$ cat config.mk
export PLATFORM = sky130hd
export DESIGN_NAME = bxp_exec
export DESIGN_NICKNAME = d
export VERILOG_FILES = /design/src/design/bxp_pkg.sv /design/src/design/bxp_exec.sv
export SDC_FILE = /design/constraint.sdc
export NUM_CORES = 1
export LEC_CHECK = 0
export BUFFER_PORTS_ARGS = -buffer_cell sky130_fd_sc_hd__clkbuf_2
export CORE_ASPECT_RATIO = 0.6
export CORE_MARGIN = 2
export CORE_UTILIZATION = 50
export DETAILED_ROUTE_END_ITERATION = 8
export PLACE_DENSITY = 0.81
export SETUP_SLACK_MARGIN = 0.4
export SYNTH_ARGS = -nofsm -noshare
export SYNTH_HDL_FRONTEND = slang
export SYNTH_SLANG_ARGS = --single-unit
$ cat constraint.sdc
create_clock -name clk -period 1.8 [get_ports clk]
set_input_delay 0.36 -clock clk [delete_from_list [all_inputs] [get_ports clk]]
set_output_delay 0.36 -clock clk [all_outputs]
set_load 0.01 [all_outputs]
$ cat src/design/bxp_pkg.sv
// Constants and types for the balance execute/pause/status block
package bxp_pkg;
    localparam int          CLK_MHZ         = 125;
    localparam int          START_DELAY_US  = 2000;  // start_delay_time, 2 ms
    localparam int          START_DELAY_CYC = START_DELAY_US * CLK_MHZ;
    localparam int          CNT_W           = 20;
    localparam logic [4:0]  CMD_PREFIX      = 5'h15;  // 10101
    localparam logic [1:0]  SEL_WRITE       = 2'h0;
    localparam logic [1:0]  SEL_READBACK    = 2'h1;
    localparam logic [1:0]  SEL_STATUS      = 2'h2;
    localparam logic [1:0]  SEL_EXECUTE     = 2'h3;
    localparam logic [15:0] STATUS_RESET    = 16'h000F;
    localparam logic [3:0]  CRC_SEED        = 4'h0;
    localparam logic [3:0]  CRC_POLY_LOW    = 4'h3;   // x+1 taps of x^4+x+1
    localparam logic [3:0]  BIT_LAST        = 4'h7;
    localparam logic [3:0]  WORD_LAST       = 4'hF;

    // Command byte fields, MSB first
    typedef struct packed {
        logic [4:0] prefix;
        logic       cmd_select_hi;
        logic       cmd_select_lo;
        logic       parity;
    } bxp_cmd_t;

    // Analog health inputs
    typedef struct packed {
        logic [5:0] gate_drive_ok;
        logic       cells_below_overvolt;
        logic       secondary_below_overvolt;
        logic       temp_ok;
    } bxp_health_t;
endpackage

$ cat src/design/bxp_exec.sv
// Serial command interpreter for execute, pause, resume and status read
`timescale 1ns/1ns
module bxp_exec
(
    // Clock and reset
    input  wire logic                 clk,
    input  wire logic                 rstn,
    // Serial link pins
    input  wire logic                 chain_select_in,
    input  wire logic                 chain_clock_in,
    input  wire logic                 sdi,
    output logic                      sdo,
    // Latched command from the write path and analog health flags
    input  wire logic [11:0]          latched_cmd,
    input  wire logic                 latched_valid,
    input  wire bxp_pkg::bxp_health_t health,
    // Balancer drive, pause flag and status word
    output logic [11:0]               active_cmd,
    output logic                      paused,
    output logic [15:0]               status_word
);
    // Synchroniser stages
    logic [1:0] cs_s;
    logic [1:0] ck_s;
    logic [1:0] di_s;
    logic       ck_d;              // Previous synced clock
    logic       cs_d;              // Previous synced select
    logic [7:0] shreg;             // Incoming command byte
    logic [3:0] bit_cnt;           // Bits of current byte
    logic       byte_done;         // Command byte already taken
    logic       ignore;            // Rest of frame discarded
    logic       streaming;         // Status shifting
    logic [15:0] out_sh;           // Outgoing status shift
    logic [11:0] exec_cmd;         // Executed command
    logic [bxp_pkg::CNT_W-1:0] dly_cnt; // Start delay counter
    logic       armed;             // Delay has elapsed
    logic       rise;
    logic       fall;
    logic       cs_fall;
    logic [7:0] next_byte;
    bxp_pkg::bxp_cmd_t cmd;
    logic [11:0] msg;

    // CRC over the twelve message bits, result inverted
    function automatic logic [3:0] crc4(input logic [11:0] m);
        logic [3:0] c;
        logic       fb;
        c = bxp_pkg::CRC_SEED;
        for (int i = 11; i >= 0; i--)
        begin
            fb = c[3] ^ m[i];
            c  = {c[2:0], 1'b0} ^ (fb ? bxp_pkg::CRC_POLY_LOW : 4'h0);
        end
        return ~c;
    endfunction

    // Edge detect on synced pins
    assign rise      = ck_s[1] & ~ck_d;
    assign fall      = ~ck_s[1] & ck_d;
    assign cs_fall   = ~cs_s[1] & cs_d;
    assign next_byte = {shreg[6:0], di_s[1]};
    assign cmd       = bxp_pkg::bxp_cmd_t'(next_byte);

    // Two-flop synchronisers for link pins
    always_ff @(posedge clk or negedge rstn)
    begin
        if (!rstn)
        begin
            cs_s <= 2'h3;
            ck_s <= 2'h0;
            di_s <= 2'h0;
            ck_d <= 1'b0;
            cs_d <= 1'b1;
        end
        else
        begin
            cs_s <= {cs_s[0], chain_select_in};
            ck_s <= {ck_s[0], chain_clock_in};
            di_s <= {di_s[0], sdi};
            ck_d <= ck_s[1];
            cs_d <= cs_s[1];
        end
    end

    // Command byte reception and decode
    always_ff @(posedge clk or negedge rstn)
    begin
        if (!rstn)
        begin
            shreg     <= 8'h00;
            bit_cnt   <= 4'h0;
            byte_done <= 1'b0;
            ignore    <= 1'b0;
            streaming <= 1'b0;
            paused    <= 1'b0;
            exec_cmd  <= 12'h000;
        end
        else if (cs_s[1] || cs_fall)
        begin
            // Deselect or new frame: ready for next byte
            bit_cnt   <= 4'h0;
            byte_done <= 1'b0;
            ignore    <= 1'b0;
            streaming <= 1'b0;
        end
        else if (rise && !byte_done && !ignore)
        begin
            shreg   <= next_byte;
            bit_cnt <= bit_cnt + 4'h1;
            if (bit_cnt == bxp_pkg::BIT_LAST)
            begin
                byte_done <= 1'b1;
                // Good parity: even count of ones over the whole byte
                if (^next_byte[7:1] != cmd.parity)
                begin
                    // Wrong parity pauses, whatever the other bits hold
                    paused <= 1'b1;
                    ignore <= 1'b1;
                end
                else if (cmd.prefix != bxp_pkg::CMD_PREFIX)
                    ignore <= 1'b1;
                else if ({cmd.cmd_select_hi, cmd.cmd_select_lo}
                         == bxp_pkg::SEL_EXECUTE)
                begin
                    exec_cmd <= latched_valid ? latched_cmd : 12'h000;
                    paused   <= 1'b0;
                    ignore   <= 1'b1;
                end
                else if ({cmd.cmd_select_hi, cmd.cmd_select_lo}
                         == bxp_pkg::SEL_STATUS)
                    streaming <= 1'b1;
                else
                    ignore <= 1'b1;
            end
        end
    end

    // Start delay, restarted on every execute byte
    always_ff @(posedge clk or negedge rstn)
    begin
        if (!rstn)
        begin
            dly_cnt <= '0;
            armed   <= 1'b0;
        end
        else if (rise && !byte_done && !ignore && !cs_s[1] && !cs_fall
                 && bit_cnt == bxp_pkg::BIT_LAST
                 && cmd.prefix == bxp_pkg::CMD_PREFIX
                 && {cmd.cmd_select_hi, cmd.cmd_select_lo} == bxp_pkg::SEL_EXECUTE
                 && ^next_byte[7:1] == cmd.parity)
        begin
            dly_cnt <= bxp_pkg::CNT_W'(bxp_pkg::START_DELAY_CYC - 1);
            armed   <= 1'b0;
        end
        else if (dly_cnt != '0)
            dly_cnt <= dly_cnt - 1'b1;
        else
            armed <= 1'b1;
    end

    // Drive to balancers and status flags
    always_ff @(posedge clk or negedge rstn)
    begin
        if (!rstn)
        begin
            active_cmd  <= 12'h000;
            status_word <= bxp_pkg::STATUS_RESET;
        end
        else
        begin
            active_cmd  <= (armed && !paused) ? exec_cmd : 12'h000;
            status_word <= {msg, crc4(msg)};
        end
    end

    // Status message: flags only for active balancers
    always_comb
    begin
        msg = 12'h000;
        for (int i = 0; i < 6; i++)
            msg[11-i] = health.gate_drive_ok[5-i]
                        & (active_cmd[11-2*i] | active_cmd[10-2*i]);
        if (active_cmd != 12'h000)
        begin
            msg[5] = health.cells_below_overvolt;
            msg[4] = health.secondary_below_overvolt;
            msg[3] = health.temp_ok;
        end
    end

    // Status output shifter, own word first then zeros
    always_ff @(posedge clk or negedge rstn)
    begin
        if (!rstn)
        begin
            out_sh <= 16'h0000;
            sdo    <= 1'b0;
        end
        else if (!streaming)
        begin
            out_sh <= status_word;
            sdo    <= 1'b0;
        end
        else if (fall)
        begin
            sdo    <= out_sh[15];
            out_sh <= {out_sh[14:0], 1'b0};
        end
    end

    // Checks
    a_reset_status: assert property (
        @(posedge clk) $rose(rstn) |-> status_word == bxp_pkg::STATUS_RESET)
        else $error("status not reset value");
    a_pause_off: assert property (
        @(posedge clk) disable iff (!rstn) paused |=> active_cmd == 12'h000)
        else $error("active while paused");
    a_delay_gate: assert property (
        @(posedge clk) disable iff (!rstn) !armed |=> active_cmd == 12'h000)
        else $error("active before delay");
    a_crc_field: assert property (
        @(posedge clk) disable iff (!rstn)
        status_word[3:0] == crc4(status_word[15:4]))
        else $error("bad crc");
    a_zero_bits: assert property (
        @(posedge clk) disable iff (!rstn) status_word[6:4] == 3'h0)
        else $error("unused bits set");
    a_flag_gate: assert property (
        @(posedge clk) disable iff (!rstn)
        active_cmd == 12'h000 |=> status_word[15:7] == 9'h000)
        else $error("flag idle");
    a_ignore_hold: assert property (
        @(posedge clk) disable iff (!rstn)
        ignore && !cs_s[1] && !cs_fall |=> $stable(bit_cnt))
        else $error("bits taken");
    a_resume_clear: assert property (
        @(posedge clk) disable iff (!rstn) $fell(paused) |-> dly_cnt != '0)
        else $error("no restart delay");
    c_pause: cover property (@(posedge clk) $rose(paused));
    c_resume: cover property (@(posedge clk) $fell(paused));
    c_active: cover property (@(posedge clk) active_cmd != 12'h000);
    c_stream: cover property (@(posedge clk) $rose(streaming));
endmodule

Yosys cells after proc, flatten, opt, wreduce, memory -nomap -nowiden
Index checks and enable logic that the tools add are counted. Widths: inputs -> output; s select.

Bits of input ports: 27. Register bits after elaboration: 98. Output and inout port bits: 30. Word-level logic and storage cells: 149.

Muxes and demuxes: 45. Bitwise logic cells: 41. Equality and inequality tests: 14. Add/sub/neg operators: 2. Reduce and logical (&&, ||, !) cells: 29.

Operator list (number): $mux 20 (2); $xor 4x2->4 (10); $mux 16 (2); $mux 1 (24); $mux 12 (2); $mux 2 (12); $reduce_bool 20->1 (1); $sub 20x1->20 const B (1); $reduce_and 6->1 (2); $reduce_bool 12->1 (1); $ne 2x2->1 const B (5); $ne 5x5->1 const B (2); $reduce_bool 2->1 (5); $and 1x1->1 (9); $logic_and 1x1->1 (9); $mux 4 (2); $reduce_xor 7->1 (1); $not 1->1 (6); $or 1x1->1 (6); $xor 1x1->1 (6); $eq 5x5->1 const B (1); $logic_not 1->1 (5); $reduce_and 5->1 (1); $add 4x1->4 const B (1); 12 further kinds (15).

Depth between registers and ports, before layout
Depth after elaboration: 31. Gate-level depth with buffers: 8. Depth with buffers taken out: 7.

Worst setup path after synthesis
No wires, ideal clock.

Kind: reg-to-reg. Start: register shreg[2]. End: register dly_cnt[0] (netlist bit). Data required time: 1.677 ns. Slack: -0.112 ns. Clock period less this slack: 1.912 ns. Arrival time: 1.789 ns. Setup time: 0.123 ns. Path buffers: 1. Stages on the path, launching flop included: 7. Path through: dfrtp_1 ha_1 xnor3_1 xnor2_1 or2_4 buf_2 nand2_1.

Cells in the longest elaborated chain, start to end: 5. Elaborated cells on any way between the ends: 8. Those cells by class: eq/ne (2); mux (1); reduce/logical (5).

Ends and longest elaborated chain: start: declaration (RTL line bxp_exec.sv:28) `logic [7:0] shreg;`; start signal: assignment (RTL line bxp_exec.sv:108) `shreg <= next_byte;`; $eq 5x5->1 (RTL line bxp_exec.sv:148) `&& cmd.prefix == bxp_pkg::CMD_PREFIX`; $logic_and 1x1->1 (RTL line bxp_exec.sv:148); $logic_and 1x1->1 (RTL line bxp_exec.sv:149) `&& {cmd.cmd_select_hi, cmd.cmd_select_lo} == bxp_pkg::SEL_EXECUTE`; $logic_and 1x1->1 * (RTL line bxp_exec.sv:150) `&& ^next_byte[7:1] == cmd.parity)`; $mux 20 or $reduce_bool 2->1 (tied branches); end signal: assignment (RTL line bxp_exec.sv:152) `dly_cnt <= bxp_pkg::CNT_W'(bxp_pkg::START_DELAY_CYC - 1);`; end signal: assignment (RTL line bxp_exec.sv:156) `dly_cnt <= dly_cnt - 1'b1;`; end: declaration (RTL line bxp_exec.sv:35) `logic [bxp_pkg::CNT_W-1:0] dly_cnt;`.

Every way passes the cells marked *; elsewhere a longest branch is shown, timed or not. A chain may end at the register's enable or synchronous reset.

Worst setup path after layout
Start: register shreg[1]. End: register ignore.

Cells in the longest elaborated chain, start to end: 7. Elaborated cells on any way between the ends: 12. Those cells by class: eq/ne (4); mux (6); reduce/logical (2).

Ends and longest elaborated chain: $eq 2x2->1 (RTL line bxp_exec.sv:123) `== bxp_pkg::SEL_EXECUTE)`; $mux 1 (RTL line bxp_exec.sv:122) `else if ({cmd.cmd_select_hi, cmd.cmd_select_lo}`; $mux 1 (RTL line bxp_exec.sv:120) `else if (cmd.prefix != bxp_pkg::CMD_PREFIX)`; $mux 1 (RTL line bxp_exec.sv:114) `if (^next_byte[7:1] != cmd.parity)`; $mux 1 (RTL line bxp_exec.sv:110) `if (bit_cnt == bxp_pkg::BIT_LAST)`; $mux 1 (RTL line bxp_exec.sv:106) `else if (rise && !byte_done && !ignore)`; $mux 1 (RTL line bxp_exec.sv:98) `else if (cs_s[1] || cs_fall)`; end signal: assignment (RTL line bxp_exec.sv:103) `ignore <= 1'b0;`; end signal: assignment (RTL line bxp_exec.sv:118) `ignore <= 1'b1;`; end signal: assignment (RTL line bxp_exec.sv:121) `ignore <= 1'b1;`; end: declaration (RTL line bxp_exec.sv:31) `logic ignore;`.

Parallel ways exist; a longest one is shown, timed or not. The select of a mux whose other input is x is not followed.

==> qor.yml <==
grt_antenna_before_repair: 0
postRouteWirelength_mm: 10.2
number_of_max_cap_violations: 0
status: "finished with violations"
finalCritPeriodShare_pct: 110
cp.required_ns: 2.04
worst_setup_hold_path_clk_slew_ns: 0.07
cts-buffers-inserted: 9
chip_width_um: 124
syn2layout_area_growth_pct: 35.7
synth_ff_type: "dfrtp_1"
mean_post_synth_cell_area_um2: 11.1
hold_class: "input pin to flop"
insertion_delay_of_the_later_clocked_pin_in_the_worst_skew_pair_ns: 0.35
global_route.peak_usage_layer: "met2"
cellLeakagePower_nw: 2.71
gpl.final_weighted_congestion: 0.880
drt-vias-per-instance: 5.26
grt_max_degree: 37
port_buffers: 53
report.final.slew_viol_count: 0
final-hold-violation-count: 0
yosysUniqueCellTypes: 46
cts_tree: "done"
design.die.area_mm2: 0.00939
design.core.area_mm2: 0.00843
power_per_cell_area_mw_per_mm2: 1010
post-route-worst-setup-slack_ns: -0.171
skew_ns: 0.00734
antenna_cells: 0
cts-root-buf: "clkbuf_16"
max_freq_mhz: 507
violations: "negative setup slack"
cp_max_fo: 3
core.rowCount: 26
power_frac_seq_pct: 42.1
drive_above_1_share_pct: 39.8
synth_cells: 387
numPlacedInstances: 578
synthesis.area_mm2: 0.00430
number_of_synthesized_flops_with_an_enable_pin: 0
worst_ep_arrival_time_ns: 2.21
starting_density_pct: 51.1
yosys-top-cells-count: "91 x dfrtp_1, 41 x nor2_1, 32 x nand2_1, 23 x o21ai_0, 23 x xnor2_1"
power_frac_clock_pct: 33.3
finalCriticalPeriod_ns: 1.97
power.combinational.fraction_pct: 24.6
fp.dieH_um: 75.8
rsz0062_at_grt: "yes"
final_net_count: 524
switching_share_pct: 27.9
async_reset_ff_share_pct: 100
num_io_pins: 57
timing.final.setup_violations: 28
power.ir.vdd_worst_uv: 576
cts_sinks: 98
yosys.area.top_type: "dfrtp_1"
final_cell_count_no_fill: 607
ys_ff_latch: 98
grt_usage_pct: 23.0
sequential_cell_area_fraction_in_the_yosys_report_pct: 57.2
first_pass_iteration_count_of_the_detailed_router: 5
share_of_yosys_cell_area_claimed_by_the_top_area_cell_type_pct: 52.9
yosys_warnings: 0
power.net_switching_w: 0.00164
power.internal_w: 0.00423
timing_worst_setup_path_type: "flop to flop"
detail_route.iter0.violations: 175
detail_route.wl_per_cell_um: 16.9
maximum_clock_path_buffer_count: 2
global_route.overflow_total: 0
grt_use_met1_pct: 30.4
first_global_vias: 3204
post_synth_main_area_contributors: "dfrtp_1 53%, xnor2_1 4.7%, dfstp_2 4.3%, mux2i_1 4.2%, nor2_1 3.6%"
cp-start-kind: "flop"
drc: 0
dp_hpwl_mm: 6.63
cts-htree-levels: 3
antenna_left: 0
post_dp_cell_area_mm2: 0.00500
grtUsageMet3_pct: 7.04
use_met2_pct: 36.3
grt_first_pass_wirelength_mm: 15.9
dominant_cell_by_count_in_the_synthesized_netlist: "dfrtp_1"
finish.instance_area_mm2: 0.00584
dr_total_vias: 3193
timing.critical_path.to_type: "flop"
==> metrics by stage <==
step	util [%]	setup WS [ns]	hold slack [ns]	TNS [ns]	power [W]
floorplan	-	-0.0444	0.0644	-0.458	0.00303
global placement	59.4	-0.252	0.336	-4.44	0.00348
detailed placement	59.4	-0.401	0.338	-8.26	0.00353
CTS	66.8	-0.168	0.0769	-1.55	0.00573
global route	69.3	-0.254	0.0688	-3.83	0.00611
finish	69.3	-0.171	0.0877	-1.73	0.00587
==> routing by layer <==
layer | wire length (µm) | vias to the layer above
met2 | 4940 | 91
met4 | 245 | 0
met1 | 4500 | 1557
met5 | 0 | -
li1 | - | 1523
met3 | 562 | 22
==> registers in the layout, summed over array words and instances (netlist names), 2 cells and up <==
name and flops:
di_s 2, ck_s 2, bit_cnt 4, cs_s 2, dly_cnt 20, active_cmd 12, exec_cmd 12, shreg 7
status_word 13, out_sh 16
==> critical path: stages (launching register included) <==
cell and delay (ns):
dfrtp_1 0.42, ha_4 0.29, xnor3_1 0.34, xnor2_2 0.18, buf_4 0.14, or3_4 0.32, a21oi_2 0.13, nor2_1 0.04
==> area by class of cell <==
type                            instances  area (µm²)
Clock inverter                          4        48.8
Clock buffer                           12         256
Inverter                               12        45.0
Sequential cell                        98        2460
Tap cell                              112         140
Multi-Input combinational cell        264        2130
Fill cell                             601        2590
Timing Repair Buffer                  105         754
==> cell usage in the layout, fill, tap and decap left out, types with 5 or more instances in the layout <==
master,n
nor2_1,38
dfstp_2,7
clkbuf_16,9
xnor2_2,8
nor4_2,5
o21ai_2,5
buf_6,9
o21ai_0,5
mux2i_1,18
o21ai_1,20
xor2_1,9
buf_4,39
nor3_1,6
clkbuf_2,50
ha_1,5
xnor2_1,14
a21oi_1,13
nand2_1,29
and2_1,12
dfrtp_1,88
inv_1,8
==> path summary, 6_finish.rpt <==
path                       slack (ns)  depth (start not counted)                  endpoint            startpoint
max reg2reg                     -0.17                          7        ignore$_DFFE_PN0P_  shreg[1]$_DFFE_PN0P_
max                             -0.17                          7        ignore$_DFFE_PN0P_  shreg[1]$_DFFE_PN0P_
max in group asynchronous        0.70                          3  status_word[3]$_DFF_PN1_                  rstn
min reg2reg                      0.36                          0         ck_s[1]$_DFF_PN0_     ck_s[0]$_DFF_PN0_
min                              0.09                          1         cs_s[0]$_DFF_PN1_       chain_select_in
min in group asynchronous        0.50                          2  status_word[7]$_DFF_PN0_                  rstn
==> cell families after synthesis <==
logic type,share of synthesized area (%)
buf+inv,3.17
other cells,0.0872
compound gates,7.56
mux,5.50
fa+ha+maj,2.04
xor+xnor,8.35
flops,57.2
simple gates,16.1
==> power groups by stage <==
stage | combinational, W | clock [W] | sequential, W
floorplan | 0.000522 | 0 | 0.00251
global placement | 0.000992 | 0 | 0.00249
detailed placement | 0.00103 | 0 | 0.00251
CTS | 0.00128 | 0.00199 | 0.00246
global route | 0.00155 | 0.00208 | 0.00248
finish | 0.00144 | 0.00196 | 0.00247
==> timing repair <==
item / CTS / global route
hold buffers: 1 / 0
setup endpoints to repair: 50 / 62
pin swaps: 20 / 21
cloned: 3 / 0
hold endpoints to repair: 27 / 0
gates resized for setup: 55 / 50
setup buffers: 7 / 2
(Power assumes the default switching activity.)
